[src/rtl/gdio_defines.svh]
// Offsets, field positions, reset values for the GPIO port.
// Assumes a byte-addressed Wishbone bus with 32-bit data.
`ifndef GDIO_DEFINES_SVH
`define GDIO_DEFINES_SVH

`define GDIO_WIDTH          8
`define GDIO_OFS_OUT        8'h00
`define GDIO_OFS_DIR        8'h04
`define GDIO_OFS_IN         8'h08
`define GDIO_OFS_SFC        8'h0C
`define GDIO_OFS_OUT_SET    8'h10
`define GDIO_OFS_OUT_CLR    8'h14
`define GDIO_OFS_DIR_SET    8'h18
`define GDIO_OFS_DIR_CLR    8'h1C
`define GDIO_PUD_BIT        2
`define GDIO_RST_OUT        8'h00
`define GDIO_RST_DIR        8'h00
`define GDIO_RST_PUD        1'b0

`endif

[src/rtl/gdio_pkg.sv]
// Types shared by the GPIO port files.
// Assumes nothing of its surroundings.
package gdio_pkg;

    // Bus slave states, one-hot
    typedef enum logic [1:0] {
        GDIO_ST_IDLE = 2'b01,
        GDIO_ST_ACK  = 2'b10
    } gdio_bus_state_t;

endpackage : gdio_pkg

[src/rtl/gdio_sync.sv]
// Two-stage input synchronizer for the pad levels.
// Assumes one system clock; pads may change at any time.
`timescale 1ns/1ps
`default_nettype none

`include "gdio_defines.svh"

module gdio_sync #(
    parameter int WIDTH = `GDIO_WIDTH
) (
    input  wire logic             clk_i,
    input  wire logic             rst_i,
    input  wire logic [WIDTH-1:0] d_i,
    output logic      [WIDTH-1:0] q_o
);
    import gdio_pkg::*;

    logic [WIDTH-1:0] hold_reg;
    logic [WIDTH-1:0] q_reg;

    // Stage one closes on the falling edge, like a high-transparent latch
    always_ff @(negedge clk_i)
    begin
        if (rst_i)
            hold_reg <= '0;
        else
            hold_reg <= d_i;
    end

    // Stage two captures on the next rising edge
    always_ff @(posedge clk_i)
    begin
        if (rst_i)
            q_reg <= '0;
        else
            q_reg <= hold_reg;
    end

    assign q_o = q_reg;

endmodule : gdio_sync
`default_nettype wire

[src/rtl/gdio_pin_mux.sv]
// Per-pin mode logic: drive enable, drive value and pull-up.
// Assumes registered control bits and a level reset input.
`timescale 1ns/1ps
`default_nettype none

module gdio_pin_mux (
    input  wire logic rst_i,
    input  wire logic dir_i,
    input  wire logic out_i,
    input  wire logic pud_i,
    input  wire logic alt_en_i,
    input  wire logic alt_dir_i,
    input  wire logic alt_out_i,
    output logic      pad_o,
    output logic      pad_oe_n_o,
    output logic      pullup_en_o
);
    import gdio_pkg::*;

    logic dir_eff;
    logic out_eff;

    // Alternate function takes only its own pin
    assign dir_eff = alt_en_i ? alt_dir_i : dir_i;
    assign out_eff = alt_en_i ? alt_out_i : out_i;

    // Direction one drives, zero listens; reset floats without a clock
    assign pad_oe_n_o = rst_i | ~dir_eff;
    assign pad_o = dir_eff & out_eff;

    // Pull-up only for an input holding one, unless disabled or in reset
    assign pullup_en_o = ~rst_i & ~pud_i & ~dir_eff & out_eff;

endmodule : gdio_pin_mux
`default_nettype wire

[src/rtl/gdio_port.sv]
// GPIO port top: Wishbone register slave, pin cells, input path.
// Assumes classic Wishbone single cycles and external pad wiring
// that resolves the level from pad_o, pad_oe_n_o and pullup_en_o.
//
// Design decisions made here: register access over Wishbone and the register addresses.
`timescale 1ns/1ps
`default_nettype none

`include "gdio_defines.svh"

// How it works
// - The port has a read-write output value register, a read-write direction register and a read-only sampled input register.
// - Setting the global pull-up disable turns every pull-up off whatever the pin bits say.
// - A direction bit of one makes the pin an output and zero makes it an input.
// - An input pin whose output value bit is one gets its pull-up, which goes off on zero or on output.
// - During reset every pin floats, without needing a clock.
// - An output pin drives high for an output value of one and low for zero.
// - Direction, value and pull-up disable map to float, pull-up, float, drive low or drive high.
// - The sampled input bit shows the synchronized pad level in any direction, except on pins clamped low in deep sleep.
// - The pad passes a falling-edge stage and then a rising-edge stage before it is read.
// - A written value shows at the sampled input one clock later, so software waits one instruction.
// - Set and clear writes change only the pins whose bits are one.
// - Pins given to an alternate function leave the other pins of the port untouched.
// - Pull-ups are off while reset is held.
// - In deep sleep the digital input is clamped low, except on pins enabled as external interrupts.
module gdio_port #(
    parameter int WIDTH = `GDIO_WIDTH
) (
    input  wire logic             clk_i,
    input  wire logic             rst_i,
    input  wire logic             wb_cyc_i,
    input  wire logic             wb_stb_i,
    input  wire logic             wb_we_i,
    input  wire logic [7:0]       wb_adr_i,
    input  wire logic [3:0]       wb_sel_i,
    input  wire logic [31:0]      wb_dat_i,
    output logic      [31:0]      wb_dat_o,
    output logic                  wb_ack_o,
    input  wire logic [WIDTH-1:0] pad_i,
    output logic      [WIDTH-1:0] pad_o,
    output logic      [WIDTH-1:0] pad_oe_n_o,
    output logic      [WIDTH-1:0] pullup_en_o,
    input  wire logic [WIDTH-1:0] alt_en_i,
    input  wire logic [WIDTH-1:0] alt_dir_i,
    input  wire logic [WIDTH-1:0] alt_out_i,
    input  wire logic             sleep_i,
    input  wire logic [WIDTH-1:0] ext_int_en_i
);
    import gdio_pkg::*;

    // State of the block outside the input synchronizer
    typedef struct packed {
        gdio_bus_state_t  bus_st;
        logic [WIDTH-1:0] out_val;
        logic [WIDTH-1:0] dir;
        logic             global_pullup_disable;
        logic [31:0]      rdata;
    } gdio_state_t;

    localparam gdio_state_t GDIO_RESET = '{
        bus_st:  GDIO_ST_IDLE,
        out_val: WIDTH'(`GDIO_RST_OUT),
        dir:     WIDTH'(`GDIO_RST_DIR),
        global_pullup_disable:     `GDIO_RST_PUD,
        rdata:   32'h0000_0000
    };

    gdio_state_t      st_reg;
    gdio_state_t      st_next;
    logic             bus_req;
    logic             wr_fire;
    logic [WIDTH-1:0] wdata;
    logic [31:0]      rd_mux;
    logic [WIDTH-1:0] din_clamped;
    logic [WIDTH-1:0] sampled_in;
    logic [7:0]       sfc_read;

    // Bus request qualifiers
    assign bus_req = wb_cyc_i & wb_stb_i;
    assign wr_fire = bus_req & wb_we_i & wb_sel_i[0]
                   & (st_reg.bus_st == GDIO_ST_ACK);
    assign wdata   = wb_dat_i[WIDTH-1:0];

    // Control byte: only the pull-up disable bit is live
    always_comb
    begin
        sfc_read = 8'h00;
        sfc_read[`GDIO_PUD_BIT] = st_reg.global_pullup_disable;
    end

    // Read data select; unmapped and write-only offsets read zero
    always_comb
    begin
        rd_mux = 32'h0000_0000;
        case (wb_adr_i)
            `GDIO_OFS_OUT:
                rd_mux[WIDTH-1:0] = st_reg.out_val;
            `GDIO_OFS_DIR:
                rd_mux[WIDTH-1:0] = st_reg.dir;
            `GDIO_OFS_IN:
                rd_mux[WIDTH-1:0] = sampled_in;
            `GDIO_OFS_SFC:
                rd_mux[7:0] = sfc_read;
            default:
                rd_mux = 32'h0000_0000;
        endcase
    end

    // Next state: bus handshake and register writes
    always_comb
    begin
        st_next = st_reg;
        case (st_reg.bus_st)
            GDIO_ST_IDLE:
            begin
                if (bus_req)
                begin
                    st_next.bus_st = GDIO_ST_ACK;
                    st_next.rdata  = rd_mux;
                end
            end
            GDIO_ST_ACK:
            begin
                st_next.bus_st = GDIO_ST_IDLE;
                if (wr_fire)
                begin
                    case (wb_adr_i)
                        `GDIO_OFS_OUT:
                            st_next.out_val = wdata;
                        `GDIO_OFS_DIR:
                            st_next.dir = wdata;
                        `GDIO_OFS_SFC:
                            st_next.global_pullup_disable = wb_dat_i[`GDIO_PUD_BIT];
                        `GDIO_OFS_OUT_SET:
                            st_next.out_val = st_reg.out_val | wdata;
                        `GDIO_OFS_OUT_CLR:
                            st_next.out_val = st_reg.out_val & ~wdata;
                        `GDIO_OFS_DIR_SET:
                            st_next.dir = st_reg.dir | wdata;
                        `GDIO_OFS_DIR_CLR:
                            st_next.dir = st_reg.dir & ~wdata;
                        default:
                            st_next.bus_st = GDIO_ST_IDLE;
                    endcase
                end
            end
            default:
                st_next.bus_st = GDIO_ST_IDLE;
        endcase
        if (rst_i)
            st_next = GDIO_RESET;
    end

    // State register
    always_ff @(posedge clk_i)
    begin
        st_reg <= st_next;
    end

    // Bus outputs
    assign wb_ack_o = (st_reg.bus_st == GDIO_ST_ACK);
    assign wb_dat_o = st_reg.rdata;

    // One pin cell per bit
    genvar gi;
    generate
        for (gi = 0; gi < WIDTH; gi++)
        begin : g_pin
            gdio_pin_mux u_pin (
                .rst_i       (rst_i),
                .dir_i       (st_reg.dir[gi]),
                .out_i       (st_reg.out_val[gi]),
                .pud_i       (st_reg.global_pullup_disable),
                .alt_en_i    (alt_en_i[gi]),
                .alt_dir_i   (alt_dir_i[gi]),
                .alt_out_i   (alt_out_i[gi]),
                .pad_o       (pad_o[gi]),
                .pad_oe_n_o  (pad_oe_n_o[gi]),
                .pullup_en_o (pullup_en_o[gi])
            );
        end
    endgenerate

    // Deep sleep clamps the input low unless the pin wakes the part
    assign din_clamped = pad_i & ~({WIDTH{sleep_i}} & ~ext_int_en_i);

    // Input synchronizer; a written level returns one clock later
    gdio_sync #(
        .WIDTH (WIDTH)
    ) u_sync (
        .clk_i (clk_i),
        .rst_i (rst_i),
        .d_i   (din_clamped),
        .q_o   (sampled_in)
    );
endmodule : gdio_port
`default_nettype wire

[config.mk]
export PLATFORM = sky130hd
export DESIGN_NAME = gdio_port
export DESIGN_NICKNAME = d
export VERILOG_FILES = /design/src/rtl/gdio_pkg.sv /design/src/rtl/gdio_sync.sv /design/src/rtl/gdio_pin_mux.sv /design/src/rtl/gdio_port.sv
export VERILOG_INCLUDE_DIRS = /design/src /design/src/rtl
export SDC_FILE = /design/constraint.sdc
export NUM_CORES = 1
export LEC_CHECK = 0
export BUFFER_PORTS_ARGS = -buffer_cell sky130_fd_sc_hd__buf_2
export CORE_MARGIN = 2
export CORE_UTILIZATION = 40
export DETAILED_ROUTE_END_ITERATION = 8
export GPL_ROUTABILITY_DRIVEN = 0
export PLACE_DENSITY_LB_ADDON = 0.25
export SLEW_MARGIN = 20
export SYNTH_ARGS = -nofsm -noshare
export SYNTH_HDL_FRONTEND = slang
export SYNTH_HIERARCHICAL = 1
export SYNTH_SLANG_ARGS = --single-unit
[constraint.sdc]
create_clock -name clk_i -period 1.4 [get_ports clk_i]
set_clock_uncertainty 0.05 [all_clocks]
set_input_delay 0.14 -clock clk_i [delete_from_list [all_inputs] [get_ports clk_i]]
set_output_delay 0.14 -clock clk_i [all_outputs]
set_load 0.005 [all_outputs]
Word level (Yosys, flattened, before mapping)
Index checks and enable logic that the tools add are counted.

storage, ports and cells
  bits in registers = 43
  latch bits = 0
  bits in writable memories = 0
  bits in read-only memories = 0
  bits of input ports = 90
  output and inout bits = 57
  word-level logic and storage cells = 101
  memories = 0

operators by class
  $add $sub $neg = 0
  multipliers = 0
  div/mod/pow operators = 0
  $lt $le $gt $ge = 0
  equal/unequal tests = 10
  shift-type cells = 0
  multiplexer cells = 21
  bitwise gates (word level) = 56
  reductions and logical operators = 7

operators with widths
  kind                                                                   number
  8-bit one-hot mux with 3 select lines                                  2
  8-bit AND                                                              4
  8-bit by 5-bit equality test with 1-bit output, second input constant  4
  8-bit one-hot mux with 4 select lines                                  1
  1-bit AND                                                              29
  8-bit inverter                                                         3
  8-bit by 4-bit equality test with 1-bit output, second input constant  2
  1-bit two-way mux                                                      16
  8-bit bitwise OR                                                       2
  1-bit inverter                                                         10
  3-bit AND reduction                                                    3
  8-bit by 3-bit equality test with 1-bit output, second input constant  1
  8-bit logical NOT                                                      1
  1-bit bitwise OR                                                       8
  3-bit nonzero test                                                     2
  2-bit one-hot mux with 2 select lines                                  1
  2-bit by 1-bit equality test with 1-bit output, second input constant  1
  2-bit equality test, second input constant                             1
  2-bit two-way mux                                                      1
  2-bit != test, second input constant                                   1
  2-bit AND reduction                                                    1

Logic depth before layout (Yosys ltp)
Gate-level depths: netlist of run 1.

  depth in word-level cells = 5
  depth in mapped cells = 6
  depth with buffers taken out = 4

Modules after synthesis
The synthesis of run 1 kept the hierarchy.

by module, submodules not included
  module        times used  cells each  area each (um2)  seq. area each (um2)
  gdio_port     1           189         1682.9           540.5
  gdio_pin_mux  8           8           58.8             0.0
  gdio_sync     1           34          467.9            320.3

==> results.json, run 1 <==
{
  "status": "complete, but fails checks",
  "violations": "negative setup slack",
  "yosys-top-cells-area": "dfxtp_1, buf_4, mux2i_1",
  "drv_cap": 0,
  "totalWireLength_um": 6430,
  "hp-class": "in2reg",
  "synth_seq_area_share_pct": 32.8,
  "fin_ws_ps": -133,
  "dr_total_vias": 2498,
  "port_buffers": 95,
  "dp_hpwl_um": 4840,
  "track_usage_pct": 17.8,
  "period_minus_slack_ps": 1530,
  "synth_cell_types": 44,
  "clock_path_buffers": 2,
  "critPathLaunchType": "flop",
  "drtIter0Drc": 107,
  "final_common_cell": "buf_2",
  "cts.sinks": 43,
  "finalHoldViolCount": 0,
  "synthArstFlopShare_pct": 0,
  "yosys_warnings": 6,
  "ys_seq_elements": 43,
  "ys.flop_type": "dfxtp_1",
  "cp.arrival_ps": 1340,
  "row_count": 29,
  "grt_pass1_wl_um": 10400,
  "ioPinCount": 147,
  "drtAntennaViolNets": 0,
  "clock_latency_ps": 350,
  "post-route-util_pct": 56.6,
  "drv_slew": 0,
  "first_pass_iters": 4,
  "antenna_cells": 0,
  "endpoint_kind": "primary output",
  "synth_edf_count": 0,
  "die_h_um": 85.0,
  "setup_violations": 24,
  "synthesis.area_mm2": 0.00262,
  "crit_type": "reg2out",
  "fin_nets": 513,
  "core_area_mm2": 0.00635,
  "drc_errors": 0,
  "worstPathRequired_ps": 1210,
  "fin_area_mm2": 0.00359,
  "largest_register_ffs": 18,
  "die-area_mm2": 0.00722,
  "initial_core_util_pct": 41.3,
  "final_cell_mix": "buf_2, buf_4, dfxtp_1, conb_1, nand2_1",
  "synth_top_area_share_pct": 32.8,
  "leakage_nw": 1.66,
  "grt_max_degree": 23,
  "dieWidth_um": 85.0,
  "power_mw": 2.55,
  "multiInputGateArea_mm2": 0.00156,
  "crit_fanout": 2,
  "yosysTopAreaCell": "dfxtp_1",
  "peakVddDrop_mv": 0.543,
  "post_dp_cell_area_mm2": 0.00328,
  "grt.overflow.total": 0,
  "period_share_pct": 110,
  "whs_ps": 45.8,
  "cts_tree": "yes",
  "drive_gt1_share_pct": 48.6,
  "power_density_mw_per_mm2": 711,
  "synth_cells": 287,
  "avgSynthCellArea_um2": 9.13,
  "clk_pin_slew_worst_paths_ps": 90,
  "nFillCells": 569,
  "instances_no_fill": 501,
  "htreeDepth": 2,
  "cts_buffers": 5,
  "antenna_found_initial": 0,
  "max_freq_mhz": 652,
  "syn_to_final_growth_pct": 37.0,
  "viasPerCell": 4.99,
  "cts_root_buf": "clkbuf_8",
  "wl_per_cell_um": 12.8,
  "grt_pass1_vias": 2254,
  "post-place-cells": 476,
  "rsz0062_at_grt": "yes",
  "seq_area_um2": 885
}
==> power by group <==
part	internal [mW]	total [mW]	switching, mW
combinational	0.188	0.379	0.191
clock	0.400	0.925	0.525
sequential	1.24	1.25	0.00528
total	1.83	2.55	0.721
==> layer usage <==
metal | share of wire [%] | wire length, um | track usage, % | vias to the layer above
met2 | 46 | 2950 | 27.4 | 119
met3 | 8.5 | 548 | 3.89 | 12
met1 | 44 | 2820 | 24.0 | 1111
li1 | - | - | - | 1256
met4 | 1.8 | 117 | 7.50 | 0
met5 | 0 | 0 | 0 | -
==> critical path, cell delays in order (launching register included) <==
cell and delay [ps]:
dfxtp_4 360, or3b_4 390, a211oi_2 170, buf_2 130
==> logic make-up after synthesis <==
| group | Yosys count | synth area share (%) |
|---|---|---|
| multiplexers | 16 | 6.59 |
| flip-flops | 43 | 32.8 |
| buffers and inverters | 51 | 12.7 |
| AND/OR/NAND/NOR | 108 | 27.3 |
| other | 1 | 0.143 |
| AO/OA/AOI/OAI | 68 | 20.4 |
==> synth_stat cells (all sizes together), types with 2 or more instances <==
library cell,instances
a221o,8
nand3,8
nand3b,8
dfxtp,43
nor3b,8
a21boi,8
inv,11
and2,7
nor2b,13
and2b,6
mux2i,15
nor2,11
nand2,19
a32o,8
nand4,3
or2,8
o211ai,8
or3b,8
o21ai,16
and4b,2
a211oi,8
a21oi,9
buf,38
nand2b,2
==> per-stage QoR <==
step	worst slack [ps]	setup TNS [ps]
2_1_floorplan	-16.8	-207
6_report	-133	-2250
4_1_cts	-141	-2300
3_5_place_dp	-121	-1610
3_3_place_gp	-71.7	-952
5_1_grt	-193	-3710
==> path summary, 6_finish.rpt <==
kind,startpoint,to,slack [ps],cells past startpoint
max reg2reg,st_reg[49]$_SDFFE_PP1P_,st_reg[33]$_SDFFE_PP0P_,-110,5
max,st_reg[35]$_SDFFE_PP0P_,pullup_en_o[2],-130,3
min reg2reg,wb_dat_o[5]$_SDFFE_PP0P_,wb_dat_o[5]$_SDFFE_PP0P_,400,2
min,wb_dat_i[4],st_reg[37]$_SDFFE_PP0P_,50,2
==> final cells by class <==
cell class,count,share of cell area [%]
Clock buffer,5,1.92
Multi-Input combinational cell,216,43.3
Timing Repair Buffer,138,24.7
Clock inverter,11,1.57
Sequential cell,43,24.6
Inverter,11,1.15
Tap cell,77,2.68
==> repair_timing <==
| action | CTS | global route |
|---|---|---|
| resized for setup | 15 | 30 |
| buffers inserted | 3 | 7 |
| pin swaps | 18 | 1 |
| endpoints found under the setup margin | 29 | 34 |
| hold buffers | 0 | 0 |
Note: power is estimated with default switching activity, not from simulation.
==> inputs of run 2 (changes only) <==
- ABC_AREA: default -> 1
- CORE_UTILIZATION: 40 -> 42
==> results.json, run 2 <==
{
  "status": "finished clean",
  "post-place-cells": 619,
  "clock_path_buffers": 2,
  "cp_slowest_cell": "dfxtp_2",
  "grt_pass1_wl_um": 11200,
  "p_sw_share_pct": 29.3,
  "grt_max_degree": 37,
  "dp_hpwl_um": 5300,
  "clkPwrFrac_pct": 35.4,
  "drive_gt1_share_pct": 32.7,
  "peakVddDrop_mv": 0.393,
  "synth_cell_types": 27,
  "final_cell_mix": "buf_2, nand2_1, inv_1, nor2_1, dfxtp_1",
  "cp_cell_sequence": "inv_2 > nor2_4 > nand3_2 > nor2_4 > buf_12 > nand2_8 > o21ai_2 > a21oi_1",
  "cts_root_buf": "clkbuf_8",
  "hp-class": "in2reg",
  "drtAntennaViolNets": 0,
  "cts_tree": "yes",
  "power_mw": 2.54,
  "dr_total_vias": 2948,
  "synth_seq_area_share_pct": 28.9,
  "hold_buffers": 0,
  "instances_no_fill": 635,
  "initial_core_util_pct": 43.6,
  "seq_power_share_pct": 49.2,
  "viasPerCell": 4.64,
  "cpMostUsedCell": "nor2_4",
  "finalHoldViolCount": 0,
  "yosysTopAreaCell": "dfxtp_1",
  "drc_errors": 0,
  "crit_fanout": 8,
  "ys.flop_type": "dfxtp_1",
  "yosys-top-cells-area": "dfxtp_1, nand2_1, buf_4",
  "syn_to_final_growth_pct": 20.6,
  "clock_latency_ps": 350,
  "endpoint_kind": "flop",
  "pwr-share-comb_pct": 15.4,
  "ys_seq_elements": 43,
  "wl_per_cell_um": 11.0,
  "rsz0062_at_grt": "yes",
  "max_freq_mhz": 725,
  "leakage_nw": 1.80,
  "synthesis.area_mm2": 0.00298,
  "ioPinCount": 147,
  "port_buffers": 95,
  "cp.arrival_ps": 1510,
  "yosys_warnings": 6,
  "r2r_slack_ps": 20,
  "dieWidth_um": 88.2,
  "synth_top_area_share_pct": 28.9,
  "period_share_pct": 98.5,
  "row_count": 30,
  "seq_area_um2": 868,
  "drv_slew": 0,
  "synth.most_common_cell": "nand2_1",
  "worstPathRequired_ps": 1530,
  "critPathLaunchType": "flop",
  "cts.sinks": 43,
  "fin_nets": 628,
  "power_density_mw_per_mm2": 708,
  "synthArstFlopShare_pct": 0,
  "p_sw_mw": 0.744,
  "p_int_mw": 1.80,
  "track_usage_pct": 18.0,
  "antenna_cells": 0,
  "htreeDepth": 2,
  "setup_violations": 0,
  "die-area_mm2": 0.00778,
  "clk_pin_slew_worst_paths_ps": 100,
  "antenna_found_initial": 0,
  "cts_buffers": 5,
  "synth_common_cells": "nand2_1, nor2_1, inv_1",
  "postCtsSetupBuffers": 0,
  "slowest_delay_ps": 330,
  "final_common_cell": "buf_2",
  "post-route-util_pct": 52.6,
  "synth_cells": 436,
  "drtIter0Drc": 138,
  "period_minus_slack_ps": 1380,
  "totalWireLength_um": 6960,
  "grt_pass1_vias": 2575,
  "crit_type": "reg2reg",
  "multiInputGateArea_mm2": 0.00161,
  "nFillCells": 703,
  "die_h_um": 88.2,
  "avgSynthCellArea_um2": 6.83,
  "grt.overflow.total": 0,
  "synth_edf_count": 0,
  "largest_register_ffs": 18,
  "drv_cap": 0,
  "first_pass_iters": 4,
  "core_area_mm2": 0.00683
}
==> run 2: cell types whose count changed in the layout (fill, tap and decap cells not counted), moves of 15 or more <==
cell | before | now
nand2_1 | 19 | 83
nand3_1 | 8 | 33
mux2i_1 | 15 | 0
nor2_1 | 11 | 60
buf_4 | 31 | 7
inv_1 | 18 | 64
==> run 2: final timing paths <==
| kind | startpoint | to | cells after the start |
|---|---|---|---|
| setup / recovery | st_reg[50]$_SDFFE_PP0P_ | st_reg[42]$_SDFFE_PP0P_ | 8 |
| hold / removal | wb_dat_i[7] | st_reg[40]$_SDFFE_PP0P_ | 3 |
| setup reg to reg | st_reg[50]$_SDFFE_PP0P_ | st_reg[42]$_SDFFE_PP0P_ | 8 |
| hold reg to reg | wb_dat_o[0]$_SDFFE_PP0P_ | wb_dat_o[0]$_SDFFE_PP0P_ | 2 |
==> run 2: cell families after synthesis <==
logic type | after synthesis | share of synthesized area, %
flops | 43 | 28.9
buf+inv | 111 | 20.8
simple gates | 215 | 35.0
compound gates | 66 | 15.1
other cells | 1 | 0.126
==> run 2: final cells by class <==
type	count	share of cell area (%)
Timing Repair Buffer	106	17.0
Sequential cell	43	24.2
Tap cell	96	3.34
Multi-Input combinational cell	305	44.9
Clock buffer	5	1.92
Clock inverter	11	1.50
Inverter	69	7.21
==> run 2: repair_timing <==
item / 4_1_cts / 5_1_grt
cloned: 0 / 2
endpoints found under the setup margin: 7 / 18
gates resized for setup: 2 / 10
pin swaps: 0 / 1
==> run 2: power groups by stage <==
| stage | clock network, mW | registers (mW) | logic, mW |
|---|---|---|---|
| 2_1_floorplan | 0.0397 | 1.28 | 0.268 |
| 3_3_place_gp | 0.0397 | 1.28 | 0.377 |
| 3_5_place_dp | 0.0397 | 1.28 | 0.387 |
| 4_1_cts | 0.932 | 1.25 | 0.390 |
| 5_1_grt | 0.993 | 1.25 | 0.450 |
| 6_report | 0.901 | 1.25 | 0.391 |
==> run 2: worst max-delay path: cells and delay by family, from the launching register on <==
kind                   cells  cell delay (ps)
buffers and inverters      2              220
DFF                        1              330
AOI/OAI and AO/OA          2              200
and+or+nand+nor            4              460
==> run 2: routing by layer <==
metal,up-vias,global-route usage [%],part of all wire [%]
li1,1526,-,-
met1,1286,21.8,43
met2,120,31.8,47
met3,16,2.73,7.6
met4,0,6.89,2.8
met5,-,0,0
==> run 2: per-stage QoR <==
step | setup TNS, ps | cell area [um^2] | hold WS [ps] | worst slack, ps
after floorplan | 0 | 3060 | 256 | 134
after global placement | 0 | 3390 | 401 | 12.9
after detailed placement | -42.9 | 3390 | 405 | -17.0
after CTS | 0 | 3500 | 82.4 | 19.3
after global routing | -416 | 3590 | 83.4 | -41.2
final | 0 | 3590 | 89.5 | 21.5
==> inputs of run 3 (changes only) <==
- PLACE_DENSITY: default -> 0.83
- PLACE_DENSITY_LB_ADDON: 0.25 -> default
==> results.json, run 3 (synthesis gave the netlist of run 2 again) <==
{
  "ioPinCount": 147,
  "cts_buffers": 5,
  "dieWidth_um": 88.2,
  "ff2ff_path_depth": 7,
  "setup_violations": 0,
  "viasPerCell": 4.70,
  "crit_fanout": 10,
  "clock_latency_ps": 360,
  "drive_gt1_share_pct": 31.5,
  "final_common_cell": "buf_2",
  "max_freq_mhz": 742,
  "htreeDepth": 2,
  "grt.overflow.total": 0,
  "grt_max_degree": 51,
  "antenna_cells": 0,
  "wl_per_cell_um": 11.3,
  "largest_register_ffs": 18,
  "post_dp_cell_area_mm2": 0.00336,
  "post-place-cells": 614,
  "hp-class": "in2reg",
  "period_share_pct": 96.3,
  "cts_tree": "yes",
  "crit_type": "reg2reg",
  "slowest_delay_ps": 340,
  "cts.sinks": 43,
  "totalWireLength_um": 7110,
  "hold_buffers": 0,
  "grt_pass1_vias": 2598,
  "drtAntennaViolNets": 0,
  "syn_to_final_growth_pct": 20.2,
  "r2r_slack_ps": 50,
  "initial_core_util_pct": 43.6,
  "cp.arrival_ps": 1540,
  "cp_cell_sequence": "nor2_4 > nand3_2 > nor2_4 > buf_12 > clkbuf_16 > nand4_1 > a21oi_1",
  "seq_area_um2": 866,
  "power_density_mw_per_mm2": 729,
  "endpoint_kind": "flop",
  "antenna_found_initial": 0,
  "rsz0062_at_grt": "yes",
  "final_cell_mix": "buf_2, nand2_1, inv_1, nor2_1, dfxtp_1",
  "cp_slowest_cell": "dfxtp_1",
  "holdPathStages": 3,
  "leakage_nw": 1.80,
  "port_buffers": 95,
  "finalHoldViolCount": 0,
  "critPathLaunchType": "flop",
  "fin_ws_ps": 52.2,
  "drc_errors": 0,
  "whs_endpoint": "st_reg[36]$_SDFFE_PP0P_",
  "fin_nets": 625,
  "dr_total_vias": 2968,
  "drv_slew": 0,
  "die-area_mm2": 0.00778,
  "instances_no_fill": 632,
  "period_minus_slack_ps": 1350,
  "die_h_um": 88.2,
  "peakVddDrop_mv": 0.376,
  "min_from": "wb_dat_i[3]",
  "first_pass_iters": 5,
  "clock_path_buffers": 2,
  "dp_hpwl_um": 5240,
  "clk_pin_slew_worst_paths_ps": 100,
  "worstPathRequired_ps": 1590,
  "rr_endpoint": "st_reg[38]$_SDFFE_PP0P_",
  "status": "finished clean",
  "multiInputGateArea_mm2": 0.00160,
  "drtIter0Drc": 141,
  "cts_root_buf": "clkbuf_8",
  "track_usage_pct": 17.7,
  "row_count": 30,
  "nFillCells": 673,
  "fin_area_mm2": 0.00358,
  "core_area_mm2": 0.00683,
  "r2r-start": "st_reg[49]$_SDFFE_PP1P_",
  "whs_ps": 78.6,
  "post-route-util_pct": 52.4,
  "grt_pass1_wl_um": 11000,
  "dpl_worst_slack_ps": -4.03,
  "cpMostUsedCell": "nor2_4",
  "drv_cap": 0
}
==> run 3: changes by cell type in the layout (fill, tap and decap cells not counted), sizes merged <==
cell	change
buf	-3
clkinv	-1
inv	+1
==> run 3: critical path: cells and delay by family, from the launching register on <==
family          cells  cell delay, ps
compound gates      1             150
buf+inv             2             270
simple gates        4             470
flops               1             340
==> run 3: per-layer routing <==
| layer | wire [um] | up-vias | global-route usage (%) |
|---|---|---|---|
| met5 | 0 | - | 0 |
| met4 | 161 | 0 | 5.51 |
| met3 | 561 | 16 | 3.77 |
| met2 | 3430 | 145 | 31.4 |
| met1 | 2960 | 1280 | 21.2 |
| li1 | - | 1527 | - |
==> run 3: repair_timing <==
| action | 4_1_cts | 5_1_grt |
|---|---|---|
| gates resized for setup | 1 | 5 |
| setup endpoints to repair | 8 | 6 |
| gates cloned | 0 | 2 |
| pin swaps | 0 | 14 |
| setup buffers | 0 | 1 |
| endpoints found under the hold margin | 0 | 0 |
==> run 3: metrics by stage <==
step                total power [mW]  setup TNS, ps
floorplan                       1.59              0
CTS                             2.61              0
finish                          2.61              0
detailed placement              1.71          -6.77
global route                    2.73           -120
global placement                1.69              0
==> run 3: area by class of cell <==
| class | count | share of cell area (%) |
|---|---|---|
| Inverter | 69 | 7.24 |
| Multi-Input combinational cell | 305 | 44.6 |
| Sequential cell | 43 | 24.2 |
| Clock buffer | 5 | 1.92 |
| Tap cell | 96 | 3.36 |
| Timing Repair Buffer | 103 | 17.0 |
| Clock inverter | 11 | 1.64 |
==> run 3: worst max path at each step <==
stage	slack, ps	startpoint	cells past startpoint	to
after floorplan	130	rst_i	3	u_sync/hold_reg[3]$_SDFF_NP0_
after global placement	10	sleep_i	4	u_sync/hold_reg[7]$_SDFF_NP0_
after detailed placement	-4	sleep_i	4	u_sync/hold_reg[4]$_SDFF_NP0_
after CTS	70	sfc_read[2]$_SDFFE_PP0P_	4	pullup_en_o[6]
after global routing	-40	st_reg[50]$_SDFFE_PP0P_	8	st_reg[44]$_SDFFE_PP0P_
final	50	st_reg[49]$_SDFFE_PP1P_	7	st_reg[38]$_SDFFE_PP0P_
==> run 3: power by group <==
| group | switching, mW | internal (mW) |
|---|---|---|
| sequential | 0.00677 | 1.25 |
| combinational | 0.232 | 0.163 |
| clock | 0.553 | 0.407 |
| total | 0.792 | 1.81 |
